**src/rtl/pdc_cfg_pkg.sv**
```systemverilog
/*
 * Constants for the pre-driver configuration and current correction bank:
 * register addresses, writable-bit masks, field widths, threshold codes and
 * correction search limits.
 * Assumes a 10-bit register address space and 16-bit register words.
 */
package pdc_cfg_pkg;

    // Register addresses
    localparam logic [9:0] ADDR_LS_THR_LOW = 10'h16f;
    localparam logic [9:0] ADDR_LS_THR_HIGH = 10'h170;
    localparam logic [9:0] ADDR_HS_EDGE = 10'h171;
    localparam logic [9:0] ADDR_LS_EDGE_A = 10'h172;
    localparam logic [9:0] ADDR_LS_EDGE_B = 10'h173;
    localparam logic [9:0] ADDR_CORR_CH12 = 10'h174;
    localparam logic [9:0] ADDR_CORR_CH34 = 10'h175;
    localparam logic [9:0] ADDR_CORR_CH56 = 10'h176;

    // Writable bits; everything else reads zero
    localparam logic [15:0] MASK_LS_THR = 16'hffff;
    localparam logic [15:0] MASK_HS_EDGE = 16'h3fff;
    localparam logic [15:0] MASK_LS_EDGE_A = 16'h0fff;
    localparam logic [15:0] MASK_LS_EDGE_B = 16'h00ff;
    localparam logic [15:0] MASK_CORR = 16'h3f3f;
    localparam logic [15:0] RESET_WORD = 16'h0000;

    // Field geometry
    localparam int THR_W = 4;
    localparam int EDGE_W = 2;
    localparam int CORR_W = 6;
    localparam int CORR_HI_LSB = 8;
    localparam int LEVEL_W = 6;

    // Threshold codes, level unit is 0.1 V
    localparam logic [3:0] THR_CODE_ZERO = 4'h0;
    localparam logic [3:0] THR_CODE_FINE_LO = 4'h9;
    localparam logic [3:0] THR_CODE_FINE_HI = 4'hc;
    localparam logic [3:0] THR_CODE_COARSE_LO = 4'h1;
    localparam logic [3:0] THR_CODE_COARSE_HI = 4'h7;
    localparam logic [3:0] THR_FINE_BASE = 4'h8;
    localparam logic [5:0] THR_COARSE_STEP = 6'h05;

    // Two's complement correction limits
    localparam logic signed [5:0] CORR_MAX = 6'sh1f;
    localparam logic signed [5:0] CORR_MIN = -6'sh20;

    // Correction search length in comparator decisions
    localparam int SEARCH_STEPS = 64;

    typedef enum logic [2:0] {
        PDC_IDLE = 3'b001,
        PDC_SEARCH = 3'b010,
        PDC_DONE = 3'b100
    } pdc_state_t;

endpackage

```
**src/rtl/pdc_cfg_regs.sv**
```systemverilog
/*
 * Configuration bank for the solenoid pre-drivers: low-side drain monitor
 * thresholds, edge-rate selections and per-channel current correction with
 * a runtime search engine.
 * Assumes the serial-port front end delivers one-cycle read and write
 * strobes with address and data, that microcore writes arrive as word
 * writes qualified by per-output access rights, and that the analog side
 * reports the sign of the residual offset on comp_high_in.
 */
module pdc_cfg_regs #(
    parameter int NUM_CH = 6,
    parameter int STEPS = pdc_cfg_pkg::SEARCH_STEPS
) (
    input wire logic clk_in,
    input wire logic rst_in,
    input wire logic host_wr_in,
    input wire logic host_rd_in,
    input wire logic [9:0] host_addr_in,
    input wire logic [15:0] host_wdata_in,
    output logic [15:0] host_rdata_out,
    input wire logic uc_wr_in,
    input wire logic [9:0] uc_addr_in,
    input wire logic [15:0] uc_wdata_in,
    input wire logic [6:0] hs_access_in,
    input wire logic [7:0] ls_access_in,
    input wire logic [NUM_CH-1:0] comp_start_in,
    input wire logic [NUM_CH-1:0] comp_high_in,
    output logic comp_busy_out,
    output logic [47:0] low_side_drain_level_out,
    output logic [7:0] low_side_drain_code_ok_out,
    output logic [13:0] high_side_edge_speed_out,
    output logic [11:0] low_side_edge_speed_out,
    output logic [7:0] low_side_fast_edge_out,
    output logic [NUM_CH-1:0] channel_correction_sign_out,
    output logic [NUM_CH*6-1:0] channel_correction_magnitude_out
);

    logic [15:0] thr_low_r;   // Drain codes, outputs 1..4
    logic [15:0] thr_high_r;  // Drain codes, outputs 5..8
    logic [15:0] hs_edge_r;   // High-side edge rates
    logic [15:0] ls_edge_a_r; // Low-side 1..6 edge rates
    logic [15:0] ls_edge_b_r; // Low-side 7, 8 rise and fall
    logic signed [5:0] corr_r [NUM_CH]; // Stored corrections
    pdc_cfg_pkg::pdc_state_t state_r;
    logic [2:0] ch_sel_r;     // Channel under search
    logic [7:0] step_cnt_r;   // Decisions left
    logic [15:0] thr_low_ok, thr_high_ok, hs_ok, ls_a_ok, ls_b_ok;
    logic [NUM_CH-1:0] start_pend_r; // Latched start requests
    logic [2:0] next_ch;

    // Nibble-wide access mask from four access bits
    function automatic logic [15:0] nib_mask(input logic [3:0] acc);
        logic [15:0] m;
        m = '0;
        for (int i = 0; i < 4; i++)
        begin
            m[i*4 +: 4] = {4{acc[i]}};
        end
        return m;
    endfunction

    // Two-bit-wide access mask from up to eight access bits
    function automatic logic [15:0] pair_mask(input logic [7:0] acc);
        logic [15:0] m;
        m = '0;
        for (int i = 0; i < 8; i++)
        begin
            m[i*2 +: 2] = {2{acc[i]}};
        end
        return m;
    endfunction

    // Drain code to level in 0.1 V units; unlisted codes flag not ok
    function automatic logic [6:0] thr_decode(input logic [3:0] code);
        logic [6:0] res;
        res = {1'b0, 6'h00};
        if (code == pdc_cfg_pkg::THR_CODE_ZERO)
        begin
            res = {1'b1, 6'h00};
        end
        else if (code >= pdc_cfg_pkg::THR_CODE_FINE_LO && code <= pdc_cfg_pkg::THR_CODE_FINE_HI)
        begin
            res = {1'b1, 2'b00, code - pdc_cfg_pkg::THR_FINE_BASE};
        end
        else if (code >= pdc_cfg_pkg::THR_CODE_COARSE_LO &&
                 code <= pdc_cfg_pkg::THR_CODE_COARSE_HI)
        begin
            res = {1'b1, 6'((6'(code) * pdc_cfg_pkg::THR_COARSE_STEP))};
        end
        return res;
    endfunction

    // Access-gated masks; a field with no right keeps its value
    always_comb
    begin
        thr_low_ok = nib_mask(ls_access_in[3:0]);
        thr_high_ok = nib_mask(ls_access_in[7:4]);
        hs_ok = pair_mask({1'b0, hs_access_in}) & pdc_cfg_pkg::MASK_HS_EDGE;
        ls_a_ok = pair_mask({2'b00, ls_access_in[5:0]}) & pdc_cfg_pkg::MASK_LS_EDGE_A;
        // Low-side 7 owns the low nibble, 8 the next
        ls_b_ok = {8'h00, {4{ls_access_in[7]}}, {4{ls_access_in[6]}}};
    end

    // Threshold and edge-rate words; host write wins over a microcore write
    always_ff @(posedge clk_in)
    begin
        if (rst_in)
        begin
            thr_low_r <= pdc_cfg_pkg::RESET_WORD;
            thr_high_r <= pdc_cfg_pkg::RESET_WORD;
            hs_edge_r <= pdc_cfg_pkg::RESET_WORD;
            ls_edge_a_r <= pdc_cfg_pkg::RESET_WORD;
            ls_edge_b_r <= pdc_cfg_pkg::RESET_WORD;
        end
        else if (host_wr_in)
        begin
            // Reserved bits masked off here so they never store
            case (host_addr_in)
                pdc_cfg_pkg::ADDR_LS_THR_LOW: thr_low_r <= host_wdata_in;
                pdc_cfg_pkg::ADDR_LS_THR_HIGH: thr_high_r <= host_wdata_in;
                pdc_cfg_pkg::ADDR_HS_EDGE:
                    hs_edge_r <= host_wdata_in & pdc_cfg_pkg::MASK_HS_EDGE;
                pdc_cfg_pkg::ADDR_LS_EDGE_A:
                    ls_edge_a_r <= host_wdata_in & pdc_cfg_pkg::MASK_LS_EDGE_A;
                pdc_cfg_pkg::ADDR_LS_EDGE_B:
                    ls_edge_b_r <= host_wdata_in & pdc_cfg_pkg::MASK_LS_EDGE_B;
                default: ;
            endcase
        end
        else if (uc_wr_in)
        begin
            // Merge only the bits the microcore may touch
            case (uc_addr_in)
                pdc_cfg_pkg::ADDR_LS_THR_LOW:
                    thr_low_r <= (thr_low_r & ~thr_low_ok) | (uc_wdata_in & thr_low_ok);
                pdc_cfg_pkg::ADDR_LS_THR_HIGH:
                    thr_high_r <= (thr_high_r & ~thr_high_ok) | (uc_wdata_in & thr_high_ok);
                pdc_cfg_pkg::ADDR_HS_EDGE:
                    hs_edge_r <= (hs_edge_r & ~hs_ok) | (uc_wdata_in & hs_ok);
                pdc_cfg_pkg::ADDR_LS_EDGE_A:
                    ls_edge_a_r <= (ls_edge_a_r & ~ls_a_ok) | (uc_wdata_in & ls_a_ok);
                pdc_cfg_pkg::ADDR_LS_EDGE_B:
                    ls_edge_b_r <= (ls_edge_b_r & ~ls_b_ok) | (uc_wdata_in & ls_b_ok);
                default: ;
            endcase
        end
    end

    // Lowest pending channel goes next
    always_comb
    begin
        next_ch = 3'd0;
        for (int i = NUM_CH - 1; i >= 0; i--)
        begin
            if (start_pend_r[i])
            begin
                next_ch = 3'(i);
            end
        end
    end

    // Search sequencer; one channel at a time keeps a single engine
    always_ff @(posedge clk_in)
    begin
        if (rst_in)
        begin
            state_r <= pdc_cfg_pkg::PDC_IDLE;
            ch_sel_r <= 3'd0;
            step_cnt_r <= 8'h00;
            start_pend_r <= '0;
        end
        else
        begin
            // New requests are never lost, even while the engine is busy
            start_pend_r <= start_pend_r | comp_start_in;
            case (state_r)
                pdc_cfg_pkg::PDC_IDLE:
                begin
                    if (|start_pend_r)
                    begin
                        ch_sel_r <= next_ch;
                        step_cnt_r <= 8'(STEPS);
                        start_pend_r[next_ch] <= comp_start_in[next_ch];
                        state_r <= pdc_cfg_pkg::PDC_SEARCH;
                    end
                end
                pdc_cfg_pkg::PDC_SEARCH:
                begin
                    step_cnt_r <= step_cnt_r - 8'd1;
                    if (step_cnt_r == 8'd1)
                    begin
                        state_r <= pdc_cfg_pkg::PDC_DONE;
                    end
                end
                pdc_cfg_pkg::PDC_DONE: state_r <= pdc_cfg_pkg::PDC_IDLE;
                default: state_r <= pdc_cfg_pkg::PDC_IDLE;
            endcase
        end
    end

    // Correction values: host write replaces, search steps by one LSB
    always_ff @(posedge clk_in)
    begin
        if (rst_in)
        begin
            for (int i = 0; i < NUM_CH; i++)
            begin
                corr_r[i] <= '0;
            end
        end
        else
        begin
            if (state_r == pdc_cfg_pkg::PDC_SEARCH)
            begin
                // Walks on from whatever is stored now, forced or found
                if (comp_high_in[ch_sel_r] && corr_r[ch_sel_r] != pdc_cfg_pkg::CORR_MIN)
                begin
                    corr_r[ch_sel_r] <= corr_r[ch_sel_r] - 6'sd1;
                end
                else if (!comp_high_in[ch_sel_r] && corr_r[ch_sel_r] != pdc_cfg_pkg::CORR_MAX)
                begin
                    corr_r[ch_sel_r] <= corr_r[ch_sel_r] + 6'sd1;
                end
            end
            // Host write comes last so it always takes effect
            for (int p = 0; p < NUM_CH / 2; p++)
            begin
                if (host_wr_in && host_addr_in == pdc_cfg_pkg::ADDR_CORR_CH12 + 10'(p))
                begin
                    corr_r[2*p] <= host_wdata_in[pdc_cfg_pkg::CORR_W-1:0];
                    corr_r[2*p+1] <= host_wdata_in[pdc_cfg_pkg::CORR_HI_LSB +:
                                                   pdc_cfg_pkg::CORR_W];
                end
            end
        end
    end

    // Registered decoded outputs for the analog section
    always_ff @(posedge clk_in)
    begin
        if (rst_in)
        begin
            low_side_drain_level_out <= '0;
            low_side_drain_code_ok_out <= '0;
            channel_correction_sign_out <= '0;
            channel_correction_magnitude_out <= '0;
        end
        else
        begin
            for (int i = 0; i < 4; i++)
            begin
                {low_side_drain_code_ok_out[i], low_side_drain_level_out[i*6 +: 6]} <=
                    thr_decode(thr_low_r[i*4 +: 4]);
                {low_side_drain_code_ok_out[i+4], low_side_drain_level_out[(i+4)*6 +: 6]} <=
                    thr_decode(thr_high_r[i*4 +: 4]);
            end
            for (int i = 0; i < NUM_CH; i++)
            begin
                // Sign-magnitude; -32 gives magnitude 32, hence 6 bits
                channel_correction_sign_out[i] <= corr_r[i][5];
                channel_correction_magnitude_out[i*6 +: 6] <=
                    corr_r[i][5] ? 6'(-corr_r[i]) : 6'(corr_r[i]);
            end
        end
    end

    // Edge-rate outputs mirror the stored fields; low-side 7, 8 keep separate rise and fall
    always_ff @(posedge clk_in)
    begin
        if (rst_in)
        begin
            high_side_edge_speed_out <= '0;
            low_side_edge_speed_out <= '0;
            low_side_fast_edge_out <= '0;
            comp_busy_out <= 1'b0;
        end
        else
        begin
            high_side_edge_speed_out <= hs_edge_r[13:0];
            low_side_edge_speed_out <= ls_edge_a_r[11:0];
            low_side_fast_edge_out <= ls_edge_b_r[7:0];
            comp_busy_out <= (state_r != pdc_cfg_pkg::PDC_IDLE) || (|start_pend_r);
        end
    end

    // Read port, one cycle after the strobe; reserved bits are zero
    always_ff @(posedge clk_in)
    begin
        if (rst_in)
        begin
            host_rdata_out <= pdc_cfg_pkg::RESET_WORD;
        end
        else if (host_rd_in)
        begin
            case (host_addr_in)
                pdc_cfg_pkg::ADDR_LS_THR_LOW: host_rdata_out <= thr_low_r;
                pdc_cfg_pkg::ADDR_LS_THR_HIGH: host_rdata_out <= thr_high_r;
                pdc_cfg_pkg::ADDR_HS_EDGE: host_rdata_out <= hs_edge_r;
                pdc_cfg_pkg::ADDR_LS_EDGE_A: host_rdata_out <= ls_edge_a_r;
                pdc_cfg_pkg::ADDR_LS_EDGE_B: host_rdata_out <= ls_edge_b_r;
                pdc_cfg_pkg::ADDR_CORR_CH12:
                    host_rdata_out <= {2'b00, corr_r[1], 2'b00, corr_r[0]};
                pdc_cfg_pkg::ADDR_CORR_CH34:
                    host_rdata_out <= {2'b00, corr_r[3], 2'b00, corr_r[2]};
                pdc_cfg_pkg::ADDR_CORR_CH56:
                    host_rdata_out <= {2'b00, corr_r[5], 2'b00, corr_r[4]};
                default: host_rdata_out <= pdc_cfg_pkg::RESET_WORD;
            endcase
        end
    end
endmodule
```
**config.mk**
```make
export PLATFORM = sky130hd
export DESIGN_NAME = pdc_cfg_regs
export DESIGN_NICKNAME = d
export VERILOG_FILES = /design/src/rtl/pdc_cfg_pkg.sv /design/src/rtl/pdc_cfg_regs.sv
export SDC_FILE = /design/constraint.sdc
export NUM_CORES = 1
export LEC_CHECK = 0
export ABC_AREA = 1
export BUFFER_PORTS_ARGS = -buffer_cell sky130_fd_sc_hd__buf_2
export CAP_MARGIN = 20
export CORE_UTILIZATION = 53
export CTS_BUF_LIST = sky130_fd_sc_hd__clkbuf_8
export DETAILED_ROUTE_END_ITERATION = 8
export PLACE_DENSITY = 0.78
export SLEW_MARGIN = 20
export SYNTH_ARGS = -nofsm -noshare
export SYNTH_HDL_FRONTEND = slang
export SYNTH_SLANG_ARGS = --single-unit
export TNS_END_PERCENT = 50
```
**constraint.sdc**
```tcl
create_clock -name clk_in -period 2.5 [get_ports clk_in]
set_input_delay 0.25 -clock clk_in [delete_from_list [all_inputs] [get_ports clk_in]]
set_output_delay 0.25 -clock clk_in [all_outputs]
set_load 0.02 [all_outputs]
```
==> impl_metrics.json, run 1 <==
{
  "synth_flop_cell": "dfxtp_1",
  "ys_types": 50,
  "status": "finished with violations",
  "syn_avg_cell_area_um2": 7.57,
  "grtUsageTotal_pct": 31.9,
  "cap_violations": 0,
  "crit_arrival_ns": 2.89,
  "synth_edf_count": 48,
  "max_freq_mhz": 387,
  "ant_nets": 0,
  "ir_drop_uv": 527,
  "violations": "setup timing",
  "final_util_pct": 70.2,
  "cp_data_required_time_ns": 2.81,
  "grt_pass1_vias": 12700,
  "initial_utilization_pct": 54.7,
  "antenna_found_initial": 3,
  "fin_crit_sh_pct": 103,
  "synth-seq-cells": 286,
  "clock_path_buffers": 3,
  "fin_area_um2": 17300,
  "cp_slowest_cell": "dfxtp_4",
  "fp.coreArea_um2": 24600,
  "wl_met2_mm": 18.5,
  "io_pins": 233,
  "die_h_um": 161,
  "slew-limit-headroom_pct": 42.7,
  "tightest_slew_ns": 0.860,
  "hold_class": "primary input to flip-flop",
  "path_delay_family": "simple AND/OR/NAND/NOR gates",
  "cts_tree": "built",
  "viasPerCell": 5.39,
  "tns_ns": -0.774,
  "cts_root_buf": "clkbuf_8",
  "m1WireLength_mm": 17.8,
  "grt_pass1_wl_mm": 65.3,
  "ys_warn_count": 0,
  "finalWorstSetupSlack_ns": -0.0807,
  "power.total_mw": 11.8,
  "drt_pass1_iterations": 8,
  "place_area_um2": 15700,
  "clkTransAtPathRegs_ns": 0.07,
  "final_cell_mix": "311 x nand2_1, 270 x nor2_1, 263 x inv_1, 234 x dfxtp_1, 231 x buf_2",
  "setup_viol": 18,
  "die_w_um": 161,
  "worstSetupPathType": "flip-flop to flip-flop",
  "synthCells": 1778,
  "num_vias": 13500,
  "gp_congestion": 0.950,
  "port_buffers": 232,
  "hp-start": "uc_wdata_in[11]",
  "dr_wl_met3_mm": 4.08,
  "cts.htree.levels": 2,
  "period_minus_slack_ns": 2.58,
  "hpwl_mm": 31.6,
  "critPathMaxFanout": 8,
  "drc": 0,
  "cp_cell_sequence": "buf_12 -> inv_6 -> nand2_2 -> nand3_2 -> nand3_2 -> nand2_4 -> nor2_4 -> nand3_4 -> nand2_8 -> ha_4 -> a21oi_2 -> nor2_1 -> a211oi_2 -> nand2_2 -> nand3_2 -> nand2_4 -> nand2_2 -> nand2_1",
  "cpPeakStageDelay_ns": 0.39,
  "power_density_nw_per_um2": 684,
  "dp_slack_ns": -0.243,
  "async_reset_ff_share_pct": 0,
  "wl_mm": 42.0,
  "final_common_cell": "nand2_1",
  "cts_sinks": 286,
  "yosysSeqAreaShare_pct": 46.1,
  "layout.nets": 2280,
  "critPathLaunchType": "flip-flop",
  "rsz0062_at_grt": "true",
  "hold_viol_final": 0,
  "multi_input_area_um2": 6350,
  "syn2layout_area_growth_pct": 28.4,
  "topRoutingLayerUsed": "met4",
  "syn_nets": 1907,
  "post_route_cells_drive_above_1_share_pct": 25.2,
  "grt_max_degree": 88,
  "p_leak_nw": 8.30,
  "fillers": 2041,
  "num_rows": 57,
  "clock_latency_ns": 0.58,
  "timing.critical_path.buf_inv": 2,
  "drt_iter0_drc": 1427,
  "overflow": 0,
  "fin_skew_ns": 0.0293,
  "avgRoutedWirePerCell_um": 16.7,
  "dieArea_um2": 26000,
  "seqCellArea_um2": 6220,
  "syn_area_um2": 13500,
  "maxSlewViolCount": 0,
  "numCtsBuffers": 46,
  "end_kind": "flip-flop"
}
## synthesized netlist by cell type, types with 2 or more instances
master | count | area, um^2
nand3_2 | 4 | 40.0
buf_2 | 10 | 50.1
nor2_8 | 3 | 60.1
o21a_1 | 3 | 22.5
nand4_1 | 8 | 50.1
xnor2_1 | 5 | 43.8
or2_1 | 2 | 12.5
nor3_2 | 3 | 30.0
nand2_4 | 2 | 22.5
dfxtp_1 | 238 | 4760
fa_1 | 9 | 180
o31ai_1 | 2 | 15.0
nand3_1 | 105 | 526
a2111oi_0 | 7 | 61.3
buf_1 | 7 | 26.3
and2_1 | 2 | 12.5
o211ai_1 | 2 | 15.0
o21bai_1 | 2 | 15.0
nor2_1 | 274 | 1030
o21ai_0 | 94 | 470
nor2_2 | 10 | 62.6
o22ai_1 | 52 | 325
a311oi_1 | 11 | 96.3
nand2_8 | 2 | 40.0
nand2_1 | 335 | 1260
nand2_2 | 3 | 18.8
nand3_4 | 3 | 52.6
a31oi_1 | 4 | 25.0
a21oi_1 | 120 | 601
a211oi_1 | 11 | 82.6
nor2_4 | 4 | 45.0
nor3_1 | 20 | 100
nor3b_2 | 2 | 25.0
clkbuf_1 | 31 | 116
inv_2 | 10 | 37.5
edfxtp_1 | 48 | 1440
a21o_1 | 5 | 37.5
buf_6 | 5 | 56.3
ha_1 | 36 | 450
inv_1 | 257 | 965
o21ai_1 | 18 | 90.1
## sequential cells by signal, indices dropped and copies added, names as in the netlist, 12 cells and up, named ones only
| signal | cells |
|---|---|
| thr_low_r | 16 |
| thr_high_r | 16 |
| low_side_drain_level_out | 48 |
| channel_correction_magnitude_out | 36 |
| high_side_edge_speed_out | 14 |
| corr_r | 48 |
| host_rdata_out | 16 |
| hs_edge_r | 14 |
| ls_edge_a_r | 12 |
| low_side_edge_speed_out | 12 |
## metrics by stage
stage,cells,hold slack [ns]
2_1_floorplan,1778,0.367
3_3_place_gp,2394,0.431
3_5_place_dp,2394,0.436
4_1_cts,2500,0.000140
5_1_grt,2511,0.0223
6_report,2511,0.0243
## routing by layer
layer	up-vias	track usage [%]
met4	0	13.2
met3	125	6.86
met5	-	0
met1	6178	42.6
met2	706	49.9
li1	6530	-
## worst min-delay path: stages
cell,delay [ns]
buf_2,0.12
a21oi_1,0.07
a21oi_1,0.11
## power by group
part | internal [mW] | switching, mW | leakage, nW | total (mW)
sequential | 4.91 | 0.116 | 2.42 | 5.03
combinational | 1.14 | 1.80 | 5.37 | 2.94
clock | 2.02 | 1.83 | 0.508 | 3.85
total | 8.07 | 3.74 | 8.30 | 11.8
## final timing paths
kind	slack [ns]	end	depth (start not counted)
max	-0.08	corr_r[4][5]	18
min	0.02	hs_edge_r[11]	3
max reg2reg	-0.08	corr_r[4][5]	18
min reg2reg	0.45	high_side_edge_speed_out[12]	2
## final cells by class
cell class	count	share of cell area, %
Multi-Input combinational cell	1169	36.8
Sequential cell	286	36.0
Timing Repair Buffer	375	13.6
Inverter	269	5.94
Clock buffer	52	4.14
Tap cell	324	2.35
Clock inverter	29	0.978
Timing Repair inverter	4	0.196
Antenna cell	3	0.0434
## logic make-up (layout without fill, tap and decap cells)
logic type | count (synthesis) | count (layout) | synth area share (%)
other cells | 0 | 3 | 0
fa+ha+maj | 45 | 45 | 4.69
xor+xnor | 5 | 5 | 0.325
simple gates | 787 | 787 | 25.6
compound gates | 332 | 332 | 13.9
flops | 286 | 286 | 46.1
buf+inv | 323 | 729 | 9.45
## timing repair
action	4_1_cts	5_1_grt
hold buffers	19	0
hold endpoints to repair	21	0
resized for setup	54	57
gates cloned	4	0
pin swaps	16	29
setup buffers	2	8
endpoints found under the setup margin	31	37
Note: power is estimated with default switching activity, not from simulation.
==> run 2: changes to the inputs <==
--- a/config.mk
+++ b/config.mk
@@ -8,10 +8,12 @@
 export ABC_AREA = 1
 export BUFFER_PORTS_ARGS = -buffer_cell sky130_fd_sc_hd__buf_2
 export CAP_MARGIN = 20
-export CORE_UTILIZATION = 53
+export CELL_PAD_IN_SITES_DETAIL_PLACEMENT = 0
+export CELL_PAD_IN_SITES_GLOBAL_PLACEMENT = 1
+export CORE_UTILIZATION = 35
 export CTS_BUF_LIST = sky130_fd_sc_hd__clkbuf_8
 export DETAILED_ROUTE_END_ITERATION = 8
-export PLACE_DENSITY = 0.78
+export PLACE_DENSITY = 0.72
 export SLEW_MARGIN = 20
 export SYNTH_ARGS = -nofsm -noshare
 export SYNTH_HDL_FRONTEND = slang
==> impl_metrics.json, run 2 (synthesis gave the netlist of run 1 again) <==
{
  "fin_skew_ns": 0.0368,
  "die_w_um": 198,
  "ir_drop_uv": 456,
  "cpPeakStageDelay_ns": 0.37,
  "hold_class": "primary input to flip-flop",
  "seqCellArea_um2": 6210,
  "hpwl_mm": 37.2,
  "initial_utilization_pct": 35.6,
  "timing.critical_path.buf_inv": 4,
  "cts_sinks": 286,
  "crit_path_frequent_cell": "nand2_1",
  "grt_max_degree": 88,
  "avgRoutedWirePerCell_um": 17.6,
  "fillers": 3819,
  "antenna-diode-count": 0,
  "clkTransAtPathRegs_ns": 0.07,
  "power.total_mw": 12.9,
  "tightest_slew_ns": 0.908,
  "finalWorstSetupSlack_ns": -0.150,
  "final_common_cell": "nand2_1",
  "internal-power_mw": 8.75,
  "cp_slowest_cell": "dfxtp_4",
  "cp_cell_sequence": "buf_12 -> inv_16 -> nand2_1 -> nand3_1 -> nand2_2 -> o21ai_4 -> nor2_4 -> nand3_4 -> nand2_8 -> ha_4 -> nand2_2 -> buf_4 -> nor2_2 -> nand2_1 -> nand2_2 -> inv_2 -> nand3_4 -> nand2_8 -> nand2_1 -> nand2_1",
  "path_delay_family": "simple AND/OR/NAND/NOR gates",
  "cp_data_required_time_ns": 2.89,
  "tns_ns": -1.51,
  "num_vias": 13400,
  "worstSetupPathType": "flip-flop to flip-flop",
  "drt_iter0_drc": 1026,
  "place_area_um2": 16000,
  "drc": 0,
  "final_cell_mix": "308 x nand2_1, 270 x nor2_1, 258 x inv_1, 235 x dfxtp_1, 231 x buf_2",
  "wl_mm": 48.4,
  "post_route_cells_drive_above_1_share_pct": 26.8,
  "cap_violations": 0,
  "die_h_um": 198,
  "multi_input_area_um2": 6420,
  "rsz0062_at_grt": "true",
  "slew-limit-headroom_pct": 39.5,
  "fp.coreArea_um2": 37800,
  "crit_arrival_ns": 3.04,
  "fin_crit_sh_pct": 106,
  "grt_pass1_vias": 13100,
  "fin_area_um2": 18200,
  "critPathLaunchType": "flip-flop",
  "end_kind": "flip-flop",
  "numCtsBuffers": 51,
  "p_leak_nw": 8.66,
  "clock_power_share_pct": 36.4,
  "cts_root_buf": "clkbuf_8",
  "syn2layout_area_growth_pct": 35.3,
  "maxSlewViolCount": 0,
  "pwr-share-comb_pct": 24.6,
  "layout.nets": 2330,
  "violations": "setup timing",
  "io_pins": 233,
  "critPathMaxFanout": 8,
  "seqPwrFrac_pct": 39.0,
  "switching_share_pct": 32.2,
  "largestRegisters": "corr_r x48, low_side_drain_level_out x48, channel_correction_magnitude_out x36",
  "p_sw_mw": 4.15,
  "hold_viol_final": 0,
  "clock_latency_ns": 0.66,
  "grtUsageTotal_pct": 24.8,
  "num_rows": 71,
  "max_freq_mhz": 377,
  "dp_slack_ns": -0.297,
  "status": "finished with violations",
  "gp_congestion": 0.957,
  "period_minus_slack_ns": 2.65,
  "power_density_nw_per_um2": 708,
  "clock_path_buffers": 3,
  "overflow": 0,
  "antenna_found_initial": 0,
  "port_buffers": 232,
  "cts_tree": "built",
  "drt_pass1_iterations": 6,
  "cts.htree.levels": 2,
  "setup_viol": 23,
  "viasPerCell": 4.87,
  "grt_pass1_wl_mm": 72.8,
  "ant_nets": 0,
  "dieArea_um2": 39200
}
run 2: layout make-up:
type / count / share of cell area [%]
Timing Repair inverter: 2 / 0.110
Tap cell: 511 / 3.51
Multi-Input combinational cell: 1169 / 35.3
Sequential cell: 286 / 34.1
Inverter: 269 / 5.63
Clock inverter: 30 / 1.22
Clock buffer: 65 / 4.91
Timing Repair Buffer: 422 / 15.2
run 2: repair_timing:
| action | 4_1_cts | 5_1_grt |
|---|---|---|
| endpoints found under the hold margin | 52 | 0 |
| pin swaps | 28 | 18 |
| hold buffers | 45 | 0 |
| cloned | 3 | 0 |
| gates resized for setup | 72 | 49 |
| endpoints found under the setup margin | 41 | 86 |
| setup buffers | 11 | 2 |
run 2: path summary, 6_finish.rpt:
kind	from	depth (start not counted)	slack, ns	endpoint
max reg2reg	flip-flop	20	-0.15	corr_r[1][5]
min reg2reg	ls_edge_a_r[10]	2	0.44	low_side_edge_speed_out[10]
min	host_wdata_in[4]	3	0.05	corr_r[0][4]
max	flip-flop	20	-0.15	corr_r[1][5]
run 2: tightest hold or removal path: stages:
cell and delay (ns):
buf_2 0.21, nand2_1 0.08, nand2_1 0.06
run 2: per-layer routing:
layer	part of all wire (%)	track usage, %
met2	47	42.1
met1	43	30.4
met3	6.5	4.67
met4	3.9	11.5
met5	0	0
run 2: power groups by stage:
| stage | logic [mW] | clock network, mW | registers [mW] |
|---|---|---|---|
| after floorplan | 1.42 | 0 | 5.15 |
| after CTS | 2.97 | 4.81 | 5.03 |
| after global routing | 3.43 | 5.03 | 5.04 |
| final | 3.18 | 4.70 | 5.03 |
| after detailed placement | 2.55 | 0 | 5.12 |
| after global placement | 2.54 | 0 | 5.12 |
run 2: through the flow:
step / cells / util [%] / hold WS (ns)
finish: 2754 / 48.2 / 0.0545
global route: 2754 / 48.2 / 0.0419
CTS: 2753 / 47.7 / 0.00509
detailed placement: 2599 / 42.4 / 0.438
global placement: 2599 / 42.4 / 0.438
floorplan: 1778 / - / 0.367
==> run 3: changes to the inputs <==
--- a/config.mk
+++ b/config.mk
@@ -13,7 +13,7 @@
 export CORE_UTILIZATION = 35
 export CTS_BUF_LIST = sky130_fd_sc_hd__clkbuf_8
 export DETAILED_ROUTE_END_ITERATION = 8
-export PLACE_DENSITY = 0.72
+export PLACE_DENSITY_LB_ADDON = 0.1
 export SLEW_MARGIN = 20
 export SYNTH_ARGS = -nofsm -noshare
 export SYNTH_HDL_FRONTEND = slang
==> impl_metrics.json, run 3 (synthesis gave the netlist of run 1 again) <==
{
  "status": "finished with violations",
  "violations": "setup timing",
  "numCtsBuffers": 49,
  "wl_mm": 50.0,
  "cts_tree": "built",
  "cp_slowest_cell": "dfxtp_4",
  "dieArea_um2": 39200,
  "end_kind": "flip-flop",
  "layout.nets": 2327,
  "cts.htree.levels": 2,
  "fin_area_um2": 18000,
  "port_buffers": 232,
  "cpPeakStageDelay_ns": 0.38,
  "drt_pass1_iterations": 5,
  "drc": 0,
  "post_route_cells_drive_above_1_share_pct": 25.5,
  "tightest_slew_ns": 0.910,
  "grtUsageTotal_pct": 25.8,
  "grt_max_degree": 88,
  "cts_sinks": 286,
  "num_rows": 71,
  "hpwl_mm": 38.0,
  "place_area_um2": 16100,
  "ff2ff_setup_slack_ns": -0.24,
  "cp_cell_sequence": "buf_12 -> buf_6 -> nand2_1 -> nand3_2 -> nand3_1 -> nand2_1 -> nor2_2 -> nand3_2 -> nand2_4 -> ha_4 -> a21oi_4 -> nor2_1 -> a211oi_2 -> nand2_2 -> nand3_2 -> nand2_4 -> nand2_1 -> nand2_1",
  "largestRegisters": "corr_r x48, low_side_drain_level_out x48, channel_correction_magnitude_out x36",
  "maxSlewViolCount": 0,
  "hold_viol_final": 0,
  "period_minus_slack_ns": 2.74,
  "grt_pass1_vias": 13100,
  "drt_iter0_drc": 687,
  "antenna_found_initial": 1,
  "critPathMaxFanout": 8,
  "cts_root_buf": "clkbuf_8",
  "worstSetupPathType": "flip-flop to flip-flop",
  "cp_data_required_time_ns": 2.89,
  "final_cell_mix": "317 x nand2_1, 271 x nor2_1, 259 x inv_1, 236 x dfxtp_1, 231 x buf_2",
  "overflow": 0,
  "power_density_nw_per_um2": 701,
  "hp-start": "host_wdata_in[11]",
  "rsz0062_at_grt": "true",
  "critPathLaunchType": "flip-flop",
  "io_pins": 233,
  "gp_congestion": 0.942,
  "viasPerCell": 4.81,
  "dp_cells": 2601,
  "clock_path_buffers": 3,
  "fp.coreArea_um2": 37800,
  "die_h_um": 198,
  "final_util_pct": 47.8,
  "hold_depth": 3,
  "tns_ns": -5.65,
  "final_cells": 2743,
  "p_leak_nw": 8.58,
  "die_w_um": 198,
  "ant_nets": 0,
  "timing.critical_path.buf_inv": 2,
  "clkTransAtPathRegs_ns": 0.07,
  "setup_viol": 53,
  "slew-limit-headroom_pct": 39.3,
  "fin_crit_sh_pct": 110,
  "finalWorstSetupSlack_ns": -0.238,
  "grt_pass1_wl_mm": 75.2,
  "crit_path_frequent_cell": "nand2_1",
  "initial_utilization_pct": 35.6,
  "fin_skew_ns": 0.0214,
  "avgRoutedWirePerCell_um": 18.2,
  "hold_class": "primary input to flip-flop",
  "clock_latency_ns": 0.65,
  "syn2layout_area_growth_pct": 34.0,
  "dp_slack_ns": -0.285,
  "max_freq_mhz": 365,
  "antenna-diode-count": 0,
  "ir_drop_uv": 526,
  "num_vias": 13200,
  "path_delay_family": "simple AND/OR/NAND/NOR gates",
  "final_common_cell": "nand2_1",
  "rr_endpoint": "corr_r[2][5]",
  "crit_arrival_ns": 3.13,
  "min_to": "corr_r[3][3]",
  "cap_violations": 0,
  "reg2reg_depth": 18
}
[run 3: per-layer routing]
metal	GRT usage (%)	part of all wire (%)	vias to the layer above
met4	9.88	3.1	0
li1	-	-	6617
met5	0	0	-
met2	44.3	48	355
met1	32.7	44	6146
met3	3.34	5.0	82
[run 3: final cells by class]
cell class                 count  area [um^2]
tap                          511          639
fill                        3930        19700
timing repair buffer         423         2870
multi-input combinational   1169         6250
clock buffer                  57          785
inverter                     269         1030
sequential                   286         6210
clock inverter                28          245
[run 3: through the flow]
step / hold WS, ns / power, mW
global placement: 0.439 / 7.66
global route: 0.0489 / 13.2
CTS: 0.00624 / 12.6
floorplan: 0.367 / 6.57
finish: 0.0526 / 12.6
detailed placement: 0.432 / 7.67
[run 3: power breakdown]
part	switching [mW]	internal [mW]
registers	0.116	4.91
clock network	2.03	2.50
logic	1.86	1.22
[run 3: worst register-to-register path: cells and delay by family (launching register included)]
kind            cells  cell delay, ns
flops               1            0.38
fa+ha+maj           1            0.24
buf+inv             2            0.28
simple gates       13            1.24
compound gates      2            0.36
[run 3: how the worst max path moves through the flow]
stage / from / endpoint / slack (ns) / depth (start not counted)
after floorplan: flip-flop / corr_r[0][3] / -0.02 / 17
after global placement: flip-flop / corr_r[5][5] / -0.23 / 18
after detailed placement: flip-flop / corr_r[1][5] / -0.28 / 18
after CTS: flip-flop / corr_r[4][4] / -0.16 / 19
after global routing: flip-flop / corr_r[4][5] / -0.33 / 19
final: flip-flop / corr_r[2][5] / -0.24 / 18
[run 3: repair_timing]
action,in CTS,in global routing
endpoints found under the hold margin,53,0
gates resized for setup,64,19
pin swaps,37,11
cloned,2,0
setup buffers,10,3
setup endpoints to repair,36,94
hold buffers,42,0
